File: src/t16_regs.svh
// register map, field positions and constants of the 16-bit timer
`ifndef T16_REGS_SVH
`define T16_REGS_SVH
`define T16_OFS_IRQ_FLAGS 6'h0B
`define T16_OFS_IRQ_MASK 6'h0C
`define T16_OFS_CTRL_C 6'h22
`define T16_OFS_CAPT_L 6'h24
`define T16_OFS_CAPT_H 6'h25
`define T16_OFS_MATCH_B_L 6'h28
`define T16_OFS_MATCH_B_H 6'h29
`define T16_OFS_MATCH_A_L 6'h2A
`define T16_OFS_MATCH_A_H 6'h2B
`define T16_OFS_COUNT_L 6'h2C
`define T16_OFS_COUNT_H 6'h2D
`define T16_OFS_CTRL_B 6'h2E
`define T16_OFS_CTRL_A 6'h2F
`define T16_B_FILT 7
`define T16_B_EDGE 6
`define T16_B_WM3 4
`define T16_B_WM2 3
`define T16_B_CS_HI 2
`define T16_A_COMA_HI 7
`define T16_A_COMA_LO 6
`define T16_A_COMB_HI 5
`define T16_A_COMB_LO 4
`define T16_A_WM1 1
`define T16_C_FORCE_A 7
`define T16_C_FORCE_B 6
`define T16_M_CAPT 5
`define T16_M_MB 2
`define T16_M_MA 1
`define T16_M_OV 0
`define T16_I_CAPT 3
`define T16_I_MB 2
`define T16_I_MA 1
`define T16_I_OV 0
`define T16_CS_STOP 3'h0
`define T16_CS_DIV1 3'h1
`define T16_CS_DIV8 3'h2
`define T16_CS_DIV64 3'h3
`define T16_CS_DIV256 3'h4
`define T16_CS_DIV1024 3'h5
`define T16_CS_EXT_FALL 3'h6
`define T16_CS_EXT_RISE 3'h7
`define T16_PS_TAP8 3
`define T16_PS_TAP64 6
`define T16_PS_TAP256 8
`define T16_PS_TAP1024 10
`define T16_COM_OFF 2'h0
`define T16_COM_TOGGLE 2'h1
`define T16_COM_CLEAR 2'h2
`define T16_COM_SET 2'h3
`define T16_MAX 16'hFFFF
`define T16_TOP8 16'h00FF
`define T16_TOP9 16'h01FF
`define T16_TOP10 16'h03FF
`define T16_BOTTOM 16'h0000
`define T16_ONE 16'h0001
`define T16_RST_BYTE 8'h00
`define T16_RST_WORD 16'h0000
`define T16_RST_NIB 4'h0
`define T16_FILTER_LEN 4
`endif

File: src/t16_pkg.sv
// types shared by the 16-bit timer files
package t16_pkg;
   typedef struct packed {
      logic [5:0] addr;
      logic [7:0] wdata;
      logic wr;
      logic rd;
   } t16_bus_req_t;
   typedef enum logic [1:0] {
      T16_CL_NORMAL = 2'b00,
      T16_CL_CTC = 2'b01,
      T16_CL_FAST = 2'b10,
      T16_CL_PHASE = 2'b11
   } t16_class_t;
   typedef enum logic {
      T16_UP = 1'b0,
      T16_DOWN = 1'b1
   } t16_dir_t;
endpackage

File: src/t16_pin_cond.sv
// pin synchroniser, optional majority-free noise filter and edge detector
`timescale 1ns/100ps
`default_nettype none
`include "t16_regs.svh"
module t16_pin_cond #(
   parameter int FILTER_LEN = `T16_FILTER_LEN
) (
   input wire logic clock,
   input wire logic sys_rst,
   input wire logic pin,
   input wire logic filter_en,
   output logic rise,
   output logic fall
);
   logic sync1, sync2, level, level_d;
   logic [FILTER_LEN-1:0] hist;
   logic next_level;
   logic [FILTER_LEN-1:0] next_hist;

   always_comb
   begin
      next_hist = {hist[FILTER_LEN-2:0], sync2};
      next_level = sync2;
      if (filter_en)
      begin
         // level moves only once every sample in the window agrees
         if (&hist)
            next_level = 1'h1;
         else if (~|hist)
            next_level = 1'h0;
         else
            next_level = level;
      end
   end

   always_ff @(posedge clock)
   begin
      if (sys_rst)
      begin
         sync1 <= 1'h0;
         sync2 <= 1'h0;
         hist <= '0;
         level <= 1'h0;
         level_d <= 1'h0;
      end
      else
      begin
         sync1 <= pin;
         sync2 <= sync1;
         hist <= next_hist;
         level <= next_level;
         level_d <= level;
      end
   end

   assign rise = level & ~level_d;
   assign fall = ~level & level_d;
endmodule
`default_nettype wire

File: src/t16_timer.sv
// 16-bit timer with two compare channels, input capture and byte register port
`timescale 1ns/100ps
`default_nettype none
`include "t16_regs.svh"
module t16_timer #(
   parameter int PRESC_W = `T16_PS_TAP1024
) (
   input wire logic clock,
   input wire logic sys_rst,
   input wire t16_pkg::t16_bus_req_t io_req,
   output logic [7:0] io_rdata,
   input wire logic global_irq_en,
   input wire logic [3:0] irq_ack,
   output logic [3:0] irq_req,
   input wire logic capture_in_pin,
   input wire logic comparator_out,
   input wire logic capture_src_cmp,
   input wire logic ext_count_pin,
   output logic wave_out_a,
   output logic wave_out_b
);
   import t16_pkg::*;

   logic [15:0] count_value, match_value_a, match_value_b, captured_count;
   logic [7:0] temp_hi, rdata;
   logic capture_filter_en, capture_edge_sel;
   logic [3:0] wave_mode;
   logic [2:0] clk_source_sel;
   logic [1:0] com_a, com_b;
   logic [3:0] irq_en, irq_flags, irq_out;
   t16_dir_t dir;
   logic block_match, wave_a, wave_b;
   logic [PRESC_W-1:0] presc;

   logic [15:0] next_count, next_match_a, next_match_b, next_capt;
   logic [7:0] next_temp, next_rdata;
   logic next_filt, next_edge;
   logic [3:0] next_wave_mode;
   logic [2:0] next_cs;
   logic [1:0] next_com_a, next_com_b;
   logic [3:0] next_irq_en, next_flags, next_irq_out, flag_set, flag_clr;
   t16_dir_t next_dir;
   logic next_block, next_wave_a, next_wave_b;
   logic [PRESC_W-1:0] next_presc;

   logic capt_rise, capt_fall, ext_rise, ext_fall;
   logic tick, hit_a, hit_b, force_a, force_b, at_bottom, capt_evt, icr_top, wr, rd;
   logic [15:0] top;
   t16_class_t cls;

   t16_pin_cond #(
      .FILTER_LEN(`T16_FILTER_LEN)
   ) u_capt_cond (
      .clock(clock),
      .sys_rst(sys_rst),
      .pin(capture_src_cmp ? comparator_out : capture_in_pin),
      .filter_en(capture_filter_en),
      .rise(capt_rise),
      .fall(capt_fall)
   );

   // pin is sampled regardless of its port direction
   t16_pin_cond #(
      .FILTER_LEN(`T16_FILTER_LEN)
   ) u_ext_cond (
      .clock(clock),
      .sys_rst(sys_rst),
      .pin(ext_count_pin),
      .filter_en(1'h0),
      .rise(ext_rise),
      .fall(ext_fall)
   );

   function automatic t16_class_t class_of(input logic [3:0] m);
      t16_class_t c;
      unique case (m)
         4'h0, 4'hD: c = T16_CL_NORMAL;
         4'h4, 4'hC: c = T16_CL_CTC;
         4'h5, 4'h6, 4'h7, 4'hE, 4'hF: c = T16_CL_FAST;
         default: c = T16_CL_PHASE;
      endcase
      return c;
   endfunction

   function automatic logic [15:0] top_of(input logic [3:0] m, input logic [15:0] ma,
                                          input logic [15:0] ic);
      logic [15:0] t;
      unique case (m)
         4'h1, 4'h5: t = `T16_TOP8;
         4'h2, 4'h6: t = `T16_TOP9;
         4'h3, 4'h7: t = `T16_TOP10;
         4'h4, 4'h9, 4'hB, 4'hF: t = ma;
         4'h8, 4'hA, 4'hC, 4'hE: t = ic;
         default: t = `T16_MAX;
      endcase
      return t;
   endfunction

   function automatic logic wave_next(input t16_class_t c, input logic [1:0] com,
                                      input logic cur, input logic hit, input logic bottom,
                                      input logic up, input logic tog_ok);
      logic r;
      r = cur;
      unique case (c)
         T16_CL_NORMAL, T16_CL_CTC:
         begin
            if (hit)
            begin
               unique case (com)
                  `T16_COM_TOGGLE: r = ~cur;
                  `T16_COM_CLEAR: r = 1'h0;
                  `T16_COM_SET: r = 1'h1;
                  `T16_COM_OFF: r = cur;
               endcase
            end
         end
         T16_CL_FAST:
         begin
            // bottom wins so a match at top is swallowed
            if (com == `T16_COM_CLEAR)
               r = bottom ? 1'h1 : (hit ? 1'h0 : cur);
            else if (com == `T16_COM_SET)
               r = bottom ? 1'h0 : (hit ? 1'h1 : cur);
            else if (com == `T16_COM_TOGGLE && tog_ok && hit)
               r = ~cur;
         end
         T16_CL_PHASE:
         begin
            if (hit && com == `T16_COM_CLEAR)
               r = ~up;
            else if (hit && com == `T16_COM_SET)
               r = up;
            else if (hit && com == `T16_COM_TOGGLE && tog_ok)
               r = ~cur;
         end
      endcase
      return r;
   endfunction

   function automatic logic [7:0] mask_byte(input logic [3:0] v);
      logic [7:0] b;
      b = `T16_RST_BYTE;
      b[`T16_M_CAPT] = v[`T16_I_CAPT];
      b[`T16_M_MB] = v[`T16_I_MB];
      b[`T16_M_MA] = v[`T16_I_MA];
      b[`T16_M_OV] = v[`T16_I_OV];
      return b;
   endfunction

   always_comb
   begin
      wr = io_req.wr;
      rd = io_req.rd & ~io_req.wr;
      cls = class_of(wave_mode);
      top = top_of(wave_mode, match_value_a, captured_count);
      icr_top = (top_of(wave_mode, `T16_RST_WORD, `T16_MAX) == `T16_MAX) &&
                (top_of(wave_mode, `T16_MAX, `T16_RST_WORD) == `T16_RST_WORD);
      next_presc = presc + {{(PRESC_W-1){1'b0}}, 1'b1};
      unique case (clk_source_sel)
         `T16_CS_STOP: tick = 1'h0;
         `T16_CS_DIV1: tick = 1'h1;
         `T16_CS_DIV8: tick = &presc[`T16_PS_TAP8-1:0];
         `T16_CS_DIV64: tick = &presc[`T16_PS_TAP64-1:0];
         `T16_CS_DIV256: tick = &presc[`T16_PS_TAP256-1:0];
         `T16_CS_DIV1024: tick = &presc[`T16_PS_TAP1024-1:0];
         `T16_CS_EXT_FALL: tick = ext_fall;
         `T16_CS_EXT_RISE: tick = ext_rise;
      endcase

      next_count = count_value;
      next_dir = dir;
      next_block = block_match;
      flag_set = `T16_RST_NIB;
      at_bottom = 1'h0;
      hit_a = 1'h0;
      hit_b = 1'h0;
      if (tick)
      begin
         next_block = 1'h0;
         hit_a = ~block_match && (count_value == match_value_a);
         hit_b = ~block_match && (count_value == match_value_b);
         flag_set[`T16_I_MA] = hit_a;
         flag_set[`T16_I_MB] = hit_b;
         if (icr_top && count_value == top)
            flag_set[`T16_I_CAPT] = 1'h1;
         if (cls == T16_CL_PHASE)
         begin
            if (dir == T16_UP && count_value >= top)
            begin
               next_dir = T16_DOWN;
               next_count = count_value - `T16_ONE;
            end
            else if (dir == T16_DOWN && count_value == `T16_BOTTOM)
            begin
               next_dir = T16_UP;
               next_count = count_value + `T16_ONE;
               flag_set[`T16_I_OV] = 1'h1;
            end
            else if (dir == T16_UP)
               next_count = count_value + `T16_ONE;
            else
               next_count = count_value - `T16_ONE;
         end
         else
         begin
            next_dir = T16_UP;
            if (count_value == top)
            begin
               next_count = `T16_BOTTOM;
               at_bottom = 1'h1;
            end
            else
               next_count = count_value + `T16_ONE;
            if (cls == T16_CL_FAST)
               flag_set[`T16_I_OV] = (count_value == top);
            else
               flag_set[`T16_I_OV] = (count_value == `T16_MAX);
         end
      end

      // capture pin is dropped while the capture register sets the period
      capt_evt = ~icr_top && (capture_edge_sel ? capt_rise : capt_fall);
      next_capt = captured_count;
      if (capt_evt)
      begin
         next_capt = count_value;
         flag_set[`T16_I_CAPT] = 1'h1;
      end

      force_a = 1'h0;
      force_b = 1'h0;
      next_temp = temp_hi;
      next_match_a = match_value_a;
      next_match_b = match_value_b;
      next_filt = capture_filter_en;
      next_edge = capture_edge_sel;
      next_wave_mode = wave_mode;
      next_cs = clk_source_sel;
      next_com_a = com_a;
      next_com_b = com_b;
      next_irq_en = irq_en;
      flag_clr = irq_ack;
      if (wr)
      begin
         unique case (io_req.addr)
            `T16_OFS_CTRL_B:
            begin
               next_filt = io_req.wdata[`T16_B_FILT];
               next_edge = io_req.wdata[`T16_B_EDGE];
               next_wave_mode[3:2] = io_req.wdata[`T16_B_WM3:`T16_B_WM2];
               next_cs = io_req.wdata[`T16_B_CS_HI:0];
            end
            `T16_OFS_CTRL_A:
            begin
               next_com_a = io_req.wdata[`T16_A_COMA_HI:`T16_A_COMA_LO];
               next_com_b = io_req.wdata[`T16_A_COMB_HI:`T16_A_COMB_LO];
               next_wave_mode[1:0] = io_req.wdata[`T16_A_WM1:0];
            end
            `T16_OFS_CTRL_C:
            begin
               force_a = io_req.wdata[`T16_C_FORCE_A] && cls[1] == 1'b0;
               force_b = io_req.wdata[`T16_C_FORCE_B] && cls[1] == 1'b0;
            end
            `T16_OFS_IRQ_MASK:
            begin
               next_irq_en[`T16_I_CAPT] = io_req.wdata[`T16_M_CAPT];
               next_irq_en[`T16_I_MB] = io_req.wdata[`T16_M_MB];
               next_irq_en[`T16_I_MA] = io_req.wdata[`T16_M_MA];
               next_irq_en[`T16_I_OV] = io_req.wdata[`T16_M_OV];
            end
            `T16_OFS_IRQ_FLAGS:
            begin
               flag_clr[`T16_I_CAPT] = irq_ack[`T16_I_CAPT] | io_req.wdata[`T16_M_CAPT];
               flag_clr[`T16_I_MB] = irq_ack[`T16_I_MB] | io_req.wdata[`T16_M_MB];
               flag_clr[`T16_I_MA] = irq_ack[`T16_I_MA] | io_req.wdata[`T16_M_MA];
               flag_clr[`T16_I_OV] = irq_ack[`T16_I_OV] | io_req.wdata[`T16_M_OV];
            end
            `T16_OFS_COUNT_H, `T16_OFS_MATCH_A_H, `T16_OFS_MATCH_B_H, `T16_OFS_CAPT_H:
               next_temp = io_req.wdata;
            `T16_OFS_COUNT_L:
            begin
               next_count = {temp_hi, io_req.wdata};
               next_block = 1'h1;
            end
            `T16_OFS_MATCH_A_L: next_match_a = {temp_hi, io_req.wdata};
            `T16_OFS_MATCH_B_L: next_match_b = {temp_hi, io_req.wdata};
            `T16_OFS_CAPT_L: next_capt = {temp_hi, io_req.wdata};
            default: next_temp = temp_hi;
         endcase
      end

      next_rdata = `T16_RST_BYTE;
      if (rd)
      begin
         unique case (io_req.addr)
            `T16_OFS_CTRL_B:
            begin
               next_rdata[`T16_B_FILT] = capture_filter_en;
               next_rdata[`T16_B_EDGE] = capture_edge_sel;
               next_rdata[`T16_B_WM3:`T16_B_WM2] = wave_mode[3:2];
               next_rdata[`T16_B_CS_HI:0] = clk_source_sel;
            end
            `T16_OFS_CTRL_A:
            begin
               next_rdata[`T16_A_COMA_HI:`T16_A_COMA_LO] = com_a;
               next_rdata[`T16_A_COMB_HI:`T16_A_COMB_LO] = com_b;
               next_rdata[`T16_A_WM1:0] = wave_mode[1:0];
            end
            `T16_OFS_CTRL_C: next_rdata = `T16_RST_BYTE;
            `T16_OFS_IRQ_MASK: next_rdata = mask_byte(irq_en);
            `T16_OFS_IRQ_FLAGS: next_rdata = mask_byte(irq_flags);
            `T16_OFS_COUNT_L:
            begin
               next_rdata = count_value[7:0];
               next_temp = count_value[15:8];
            end
            `T16_OFS_CAPT_L:
            begin
               next_rdata = captured_count[7:0];
               next_temp = captured_count[15:8];
            end
            `T16_OFS_COUNT_H, `T16_OFS_CAPT_H: next_rdata = temp_hi;
            `T16_OFS_MATCH_A_L: next_rdata = match_value_a[7:0];
            `T16_OFS_MATCH_A_H: next_rdata = match_value_a[15:8];
            `T16_OFS_MATCH_B_L: next_rdata = match_value_b[7:0];
            `T16_OFS_MATCH_B_H: next_rdata = match_value_b[15:8];
            default: next_rdata = `T16_RST_BYTE;
         endcase
      end

      // a new event outranks a clear landing in the same cycle
      next_flags = flag_set | (irq_flags & ~flag_clr);
      next_irq_out = irq_flags & irq_en & {4{global_irq_en}};
      // forced strobes drive the output only: no flag, no counter clear
      next_wave_a = wave_next(cls, com_a, wave_a, hit_a | force_a, at_bottom,
                              dir == T16_UP, wave_mode[3]);
      next_wave_b = wave_next(cls, com_b, wave_b, hit_b | force_b, at_bottom,
                              dir == T16_UP, 1'h0);
   end

   always_ff @(posedge clock)
   begin
      if (sys_rst)
      begin
         count_value <= `T16_RST_WORD;
         match_value_a <= `T16_RST_WORD;
         match_value_b <= `T16_RST_WORD;
         captured_count <= `T16_RST_WORD;
         temp_hi <= `T16_RST_BYTE;
         rdata <= `T16_RST_BYTE;
         capture_filter_en <= 1'h0;
         capture_edge_sel <= 1'h0;
         wave_mode <= `T16_RST_NIB;
         clk_source_sel <= `T16_CS_STOP;
         com_a <= `T16_COM_OFF;
         com_b <= `T16_COM_OFF;
         irq_en <= `T16_RST_NIB;
         irq_flags <= `T16_RST_NIB;
         irq_out <= `T16_RST_NIB;
         dir <= T16_UP;
         block_match <= 1'h0;
         wave_a <= 1'h0;
         wave_b <= 1'h0;
         presc <= '0;
      end
      else
      begin
         count_value <= next_count;
         match_value_a <= next_match_a;
         match_value_b <= next_match_b;
         captured_count <= next_capt;
         temp_hi <= next_temp;
         rdata <= next_rdata;
         capture_filter_en <= next_filt;
         capture_edge_sel <= next_edge;
         wave_mode <= next_wave_mode;
         clk_source_sel <= next_cs;
         com_a <= next_com_a;
         com_b <= next_com_b;
         irq_en <= next_irq_en;
         irq_flags <= next_flags;
         irq_out <= next_irq_out;
         dir <= next_dir;
         block_match <= next_block;
         wave_a <= next_wave_a;
         wave_b <= next_wave_b;
         presc <= next_presc;
      end
   end

   assign io_rdata = rdata;
   assign irq_req = irq_out;
   assign wave_out_a = wave_a;
   assign wave_out_b = wave_b;
endmodule
`default_nettype wire

File: config.mk
export PLATFORM = sky130hd
export DESIGN_NAME = t16_timer
export DESIGN_NICKNAME = d
export VERILOG_FILES = /design/src/t16_pkg.sv /design/src/t16_pin_cond.sv /design/src/t16_timer.sv
export VERILOG_INCLUDE_DIRS = /design/src /design/src/src
export SDC_FILE = /design/constraint.sdc
export NUM_CORES = 1
export LEC_CHECK = 0
export BUFFER_PORTS_ARGS = -buffer_cell sky130_fd_sc_hd__buf_2
export CORE_UTILIZATION = 55
export CTS_BUF_LIST = sky130_fd_sc_hd__clkbuf_4 sky130_fd_sc_hd__clkbuf_8
export DETAILED_ROUTE_END_ITERATION = 10
export PLACE_DENSITY = 0.71
export SYNTH_ARGS = -nofsm -noshare
export SYNTH_HDL_FRONTEND = slang
export SYNTH_SLANG_ARGS = --single-unit
export TNS_END_PERCENT = 50
File: constraint.sdc
create_clock -name clock -period 7.5 [get_ports clock]
set_clock_uncertainty 0.1 [all_clocks]
set_input_delay 1.5 -clock clock [delete_from_list [all_inputs] [get_ports clock]]
set_output_delay 1.5 -clock clock [all_outputs]
set_load 0.005 [all_outputs]
==> out/results.tsv <==
stage	metric	value	unit
floorplanning	start_util	56.86	%
power	internal-power	1.017	mW
synthesis	synth_nets	1056	
timing	final_hold_viol_count	0	
clocking	cts-root-buf	clkbuf_8	
synthesis	avgSynthCellArea	7.938	sq um
synthesis	synth_flop_cell	dfxtp_1	
critical_path	critPathCaptureType	register	
critical_path	endpoint	count_value[14]$_SDFF_PP0_	
placement	dp_hpwl	17870	um
critical_path	cp-startpoint	wave_mode[0]$_SDFFE_PP0P_	
synthesis	netlist_top_cells_area	dfxtp_1 33%, mux2i_1 7.4%, a21oi_1 5.6%	
synthesis	yosysWarnings	0	
synthesis	ys_seq_area_share	32.97	%
critical_path	r2r_slack	2.59	ns
power	ir_drop	0.0001935	V
floorplanning	die_w	122.3	um
power	p_switching	0.4039	mW
critical_path	critPathRequiredTime	7.77	ns
synthesis	synth.distinct_cells	74	
clocking	insertion_delay	0.47	ns
timing	tightest_slew	1.104	ns
power	power_per_cell_area	166.2	nW/um^2
clocking	cts_resized	0	
global_routing	grt_max_degree	57	
cells_and_area	layout.nets	1051	
floorplanning	row_count	43	
critical_path	crit_path_start_kind	register	
floorplanning	io_pins	41	
power	netSwitchingFraction	28.43	%
timing	relSlewSlack	25.91	%
clocking	clk_pin_slew	0.08	ns
critical_path	r2r_cells	14	
cells_and_area	seq_area	2623	sq um
power	p_clk_share	41.1	%
clocking	cts_tree	built	
critical_path	rr_endpoint	count_value[14]$_SDFF_PP0_	
clocking	cts_sinks	131	
min_path	min_path_type	register to register	
route	ant_nets	0	
critical_path	critical_path_class	register to register	
global_routing	grt_pass1_wl	39350	um
timing	fmax	203.5	MHz
clocking	htreeDepth	4	
cells_and_area	area_delta_synth_final	7.472	%
route	drt-vias-per-instance	6.559	
timing	finalSetupViolations	0	
floorplanning	fp.coreArea	13990	sq um
route	drt_first_pass_iters	7	
cells_and_area	multi_input_area	4943	sq um
global_routing	overflow	0	
power	seqPwrFrac	50.8	%
timing	setup_tns	0	ns
cells_and_area	layout-drive-gt1-share	11.09	%
synthesis	syn_area	7954	sq um
global_routing	grt_pass1_vias	6953	
synthesis	yosys.area.top_type	dfxtp_1	
route	drc	0	
placement	port_buffers	40	
timing	final_max_slew_viol_count	0	
critical_path	cp.arrival	5.19	ns
floorplanning	die_area	14950	sq um
synthesis	synth_edf_count	0	
timing	finalCritPeriodShare	65.52	%
route	finalWirelength	25200	um
power	total_power	1.420	mW
clocking	cts_buffers	17	
route	num_vias	7805	
route	wire_per_inst	21.18	um
route	drt_iter0_drc	904	
run_status	outcome	complete, no violations	
power	comb_power_share	8.1	%
flow_run	maxCapViolCount	0	
global_routing	antenna_found_initial	0	
floorplanning	die_h	122.3	um
clocking	post_cts_buffers	0	
placement	gp_congestion	0.9685	
clocking	clk_path_buf_depth	2	
timing	finalCriticalPeriod	4.914	ns
synthesis	synth-seq-cells	131	
clocking	cts_hold_buf	0	
critical_path	reg2reg_from	wave_mode[0]$_SDFFE_PP0P_	
critical_path	path_max_fanout	17	
global_routing	grt_usage	34.90	%
synthesis	async_reset_ff_share	0	%
cells_and_area	fillerInstances	1296	
cells_and_area	n_antenna_cell	0	
timing	grt_setup_unrepaired	no	
synthesis	synth_cells	1002	
synthesis	netlist.area_leader.share	32.97	%
power	p_leak	3.624	nW
## power by group through the flow
stage | logic, mW | registers (mW) | clock network, mW
global route | 0.123 | 0.722 | 0.622
detailed placement | 0.112 | 0.737 | 0
finish | 0.115 | 0.721 | 0.584
global placement | 0.111 | 0.737 | 0
floorplan | 0.0836 | 0.725 | 0
CTS | 0.112 | 0.721 | 0.587
## area by class of cell
type	count	area share, %
clock buffer	19	2.913
clock inverter	13	1.464
inverter	22	0.9660
multi-input combinational	772	57.83
sequential	131	30.68
tap	180	2.635
timing repair buffer	53	3.513
## cells in the mapped netlist (all sizes together), types with 21 or more instances
master	count
a211oi	26
clkbuf	54
inv	22
o21ai	30
dfxtp	131
buf	23
a21oi	90
xor2	41
nand3	74
ha	27
nor2	97
nor2b	21
mux2i	59
nand2	104
## cells by family (layout without fill, tap and decap cells)
logic type	count (synthesis)	after routing	synth area share, %
AO/OA/AOI/OAI	247	247	20.88
XOR/XNOR	45	45	4.955
multiplexers	67	67	8.558
AND/OR/NAND/NOR	386	386	23.44
adder cells (fa/ha/maj)	27	27	4.247
flip-flops	131	131	32.97
buffers and inverters	99	107	4.955
## worst max-delay path, cell delays in order (launching register included)
cell and delay [ns]:
dfxtp_1 0.44, inv_1 0.13, ha_1 0.27, o21a_1 0.41, nor3_1 0.71, a221oi_1 0.15, ha_1 0.35, nand4_1 0.18
nor4_2 0.48, a2111oi_2 0.11, a21oi_4 0.48, and2_0 0.38, a31oi_1 0.16, o31a_1 0.27, a311oi_2 0.19
## worst min-delay path by stage
stage	from	end	cells past startpoint
5_1_grt	u_capt_cond.sync1$_SDFF_PP0_	u_capt_cond.sync2$_SDFF_PP0_	1
3_3_place_gp	u_ext_cond.sync2$_SDFF_PP0_	u_ext_cond.level$_SDFF_PP0_	1
4_1_cts	u_ext_cond.sync2$_SDFF_PP0_	u_ext_cond.level$_SDFF_PP0_	1
3_5_place_dp	u_ext_cond.sync2$_SDFF_PP0_	u_ext_cond.level$_SDFF_PP0_	1
6_report	u_ext_cond.sync2$_SDFF_PP0_	u_ext_cond.level$_SDFF_PP0_	1
2_1_floorplan	u_capt_cond.sync1$_SDFF_PP0_	u_capt_cond.sync2$_SDFF_PP0_	1
## sequential cells by signal, summed over array words and instances (netlist names), 2 cells and up
register and flops:
match_value_a 16, irq_req 4, com_a 2, presc 10, wave_mode 4, irq_flags 4, u_capt_cond.hist 4, count_value 16
irq_en 4, clk_source_sel 3, com_b 2, captured_count 16, match_value_b 16, io_rdata 8, temp_hi 8
## through the flow
step                      hold slack [ns]  area [sq um]  setup slack [ns]  utilization [%]  std cells
after global placement             0.3210          8174             2.875            58.43       1158
after CTS                          0.3561          8548             2.672            61.11       1190
final                              0.3497          8548             2.586            61.11       1190
after detailed placement           0.3286          8174             2.705            58.43       1158
after global routing               0.3615          8548             2.221            61.11       1190
after floorplan                    0.3138          7954             3.469                -       1002
## routing by layer
metal | GRT usage (%) | part of all wire [%] | vias up
met5 | 0 | 0 | -
met1 | 47.36 | 42 | 3603
met2 | 52.67 | 44 | 479
met3 | 8.643 | 11 | 87
met4 | 14.33 | 3.8 | 0
li1 | - | - | 3636
## cell usage in the layout, fill, tap and decap left out, types with 3 or more instances in the layout
master and instances:
a211oi_1 26, a21oi_1 89, a221oi_1 20, a222oi_1 3, a22oi_1 4, a311oi_1 6, a31oi_1 11, and2_1 5
and3_1 15, buf_2 39, buf_4 14, clkbuf_8 17, clkinv_4 4, dfxtp_1 131, ha_1 27, inv_1 22
inv_6 4, mux2_2 8, mux2i_1 59, nand2_1 103, nand2b_1 4, nand3_1 74, nand4_1 10, nor2_1 97
nor2b_1 21, nor3_1 16, nor4_1 13, nor4_2 3, o2111ai_1 3, o211ai_1 4, o21a_1 3, o21ai_0 29
o221ai_1 5, o22ai_1 10, o31a_1 4, o31ai_1 4, or3_1 6, xnor2_1 4, xor2_1 41
Note: power is estimated with default switching activity, not from simulation.
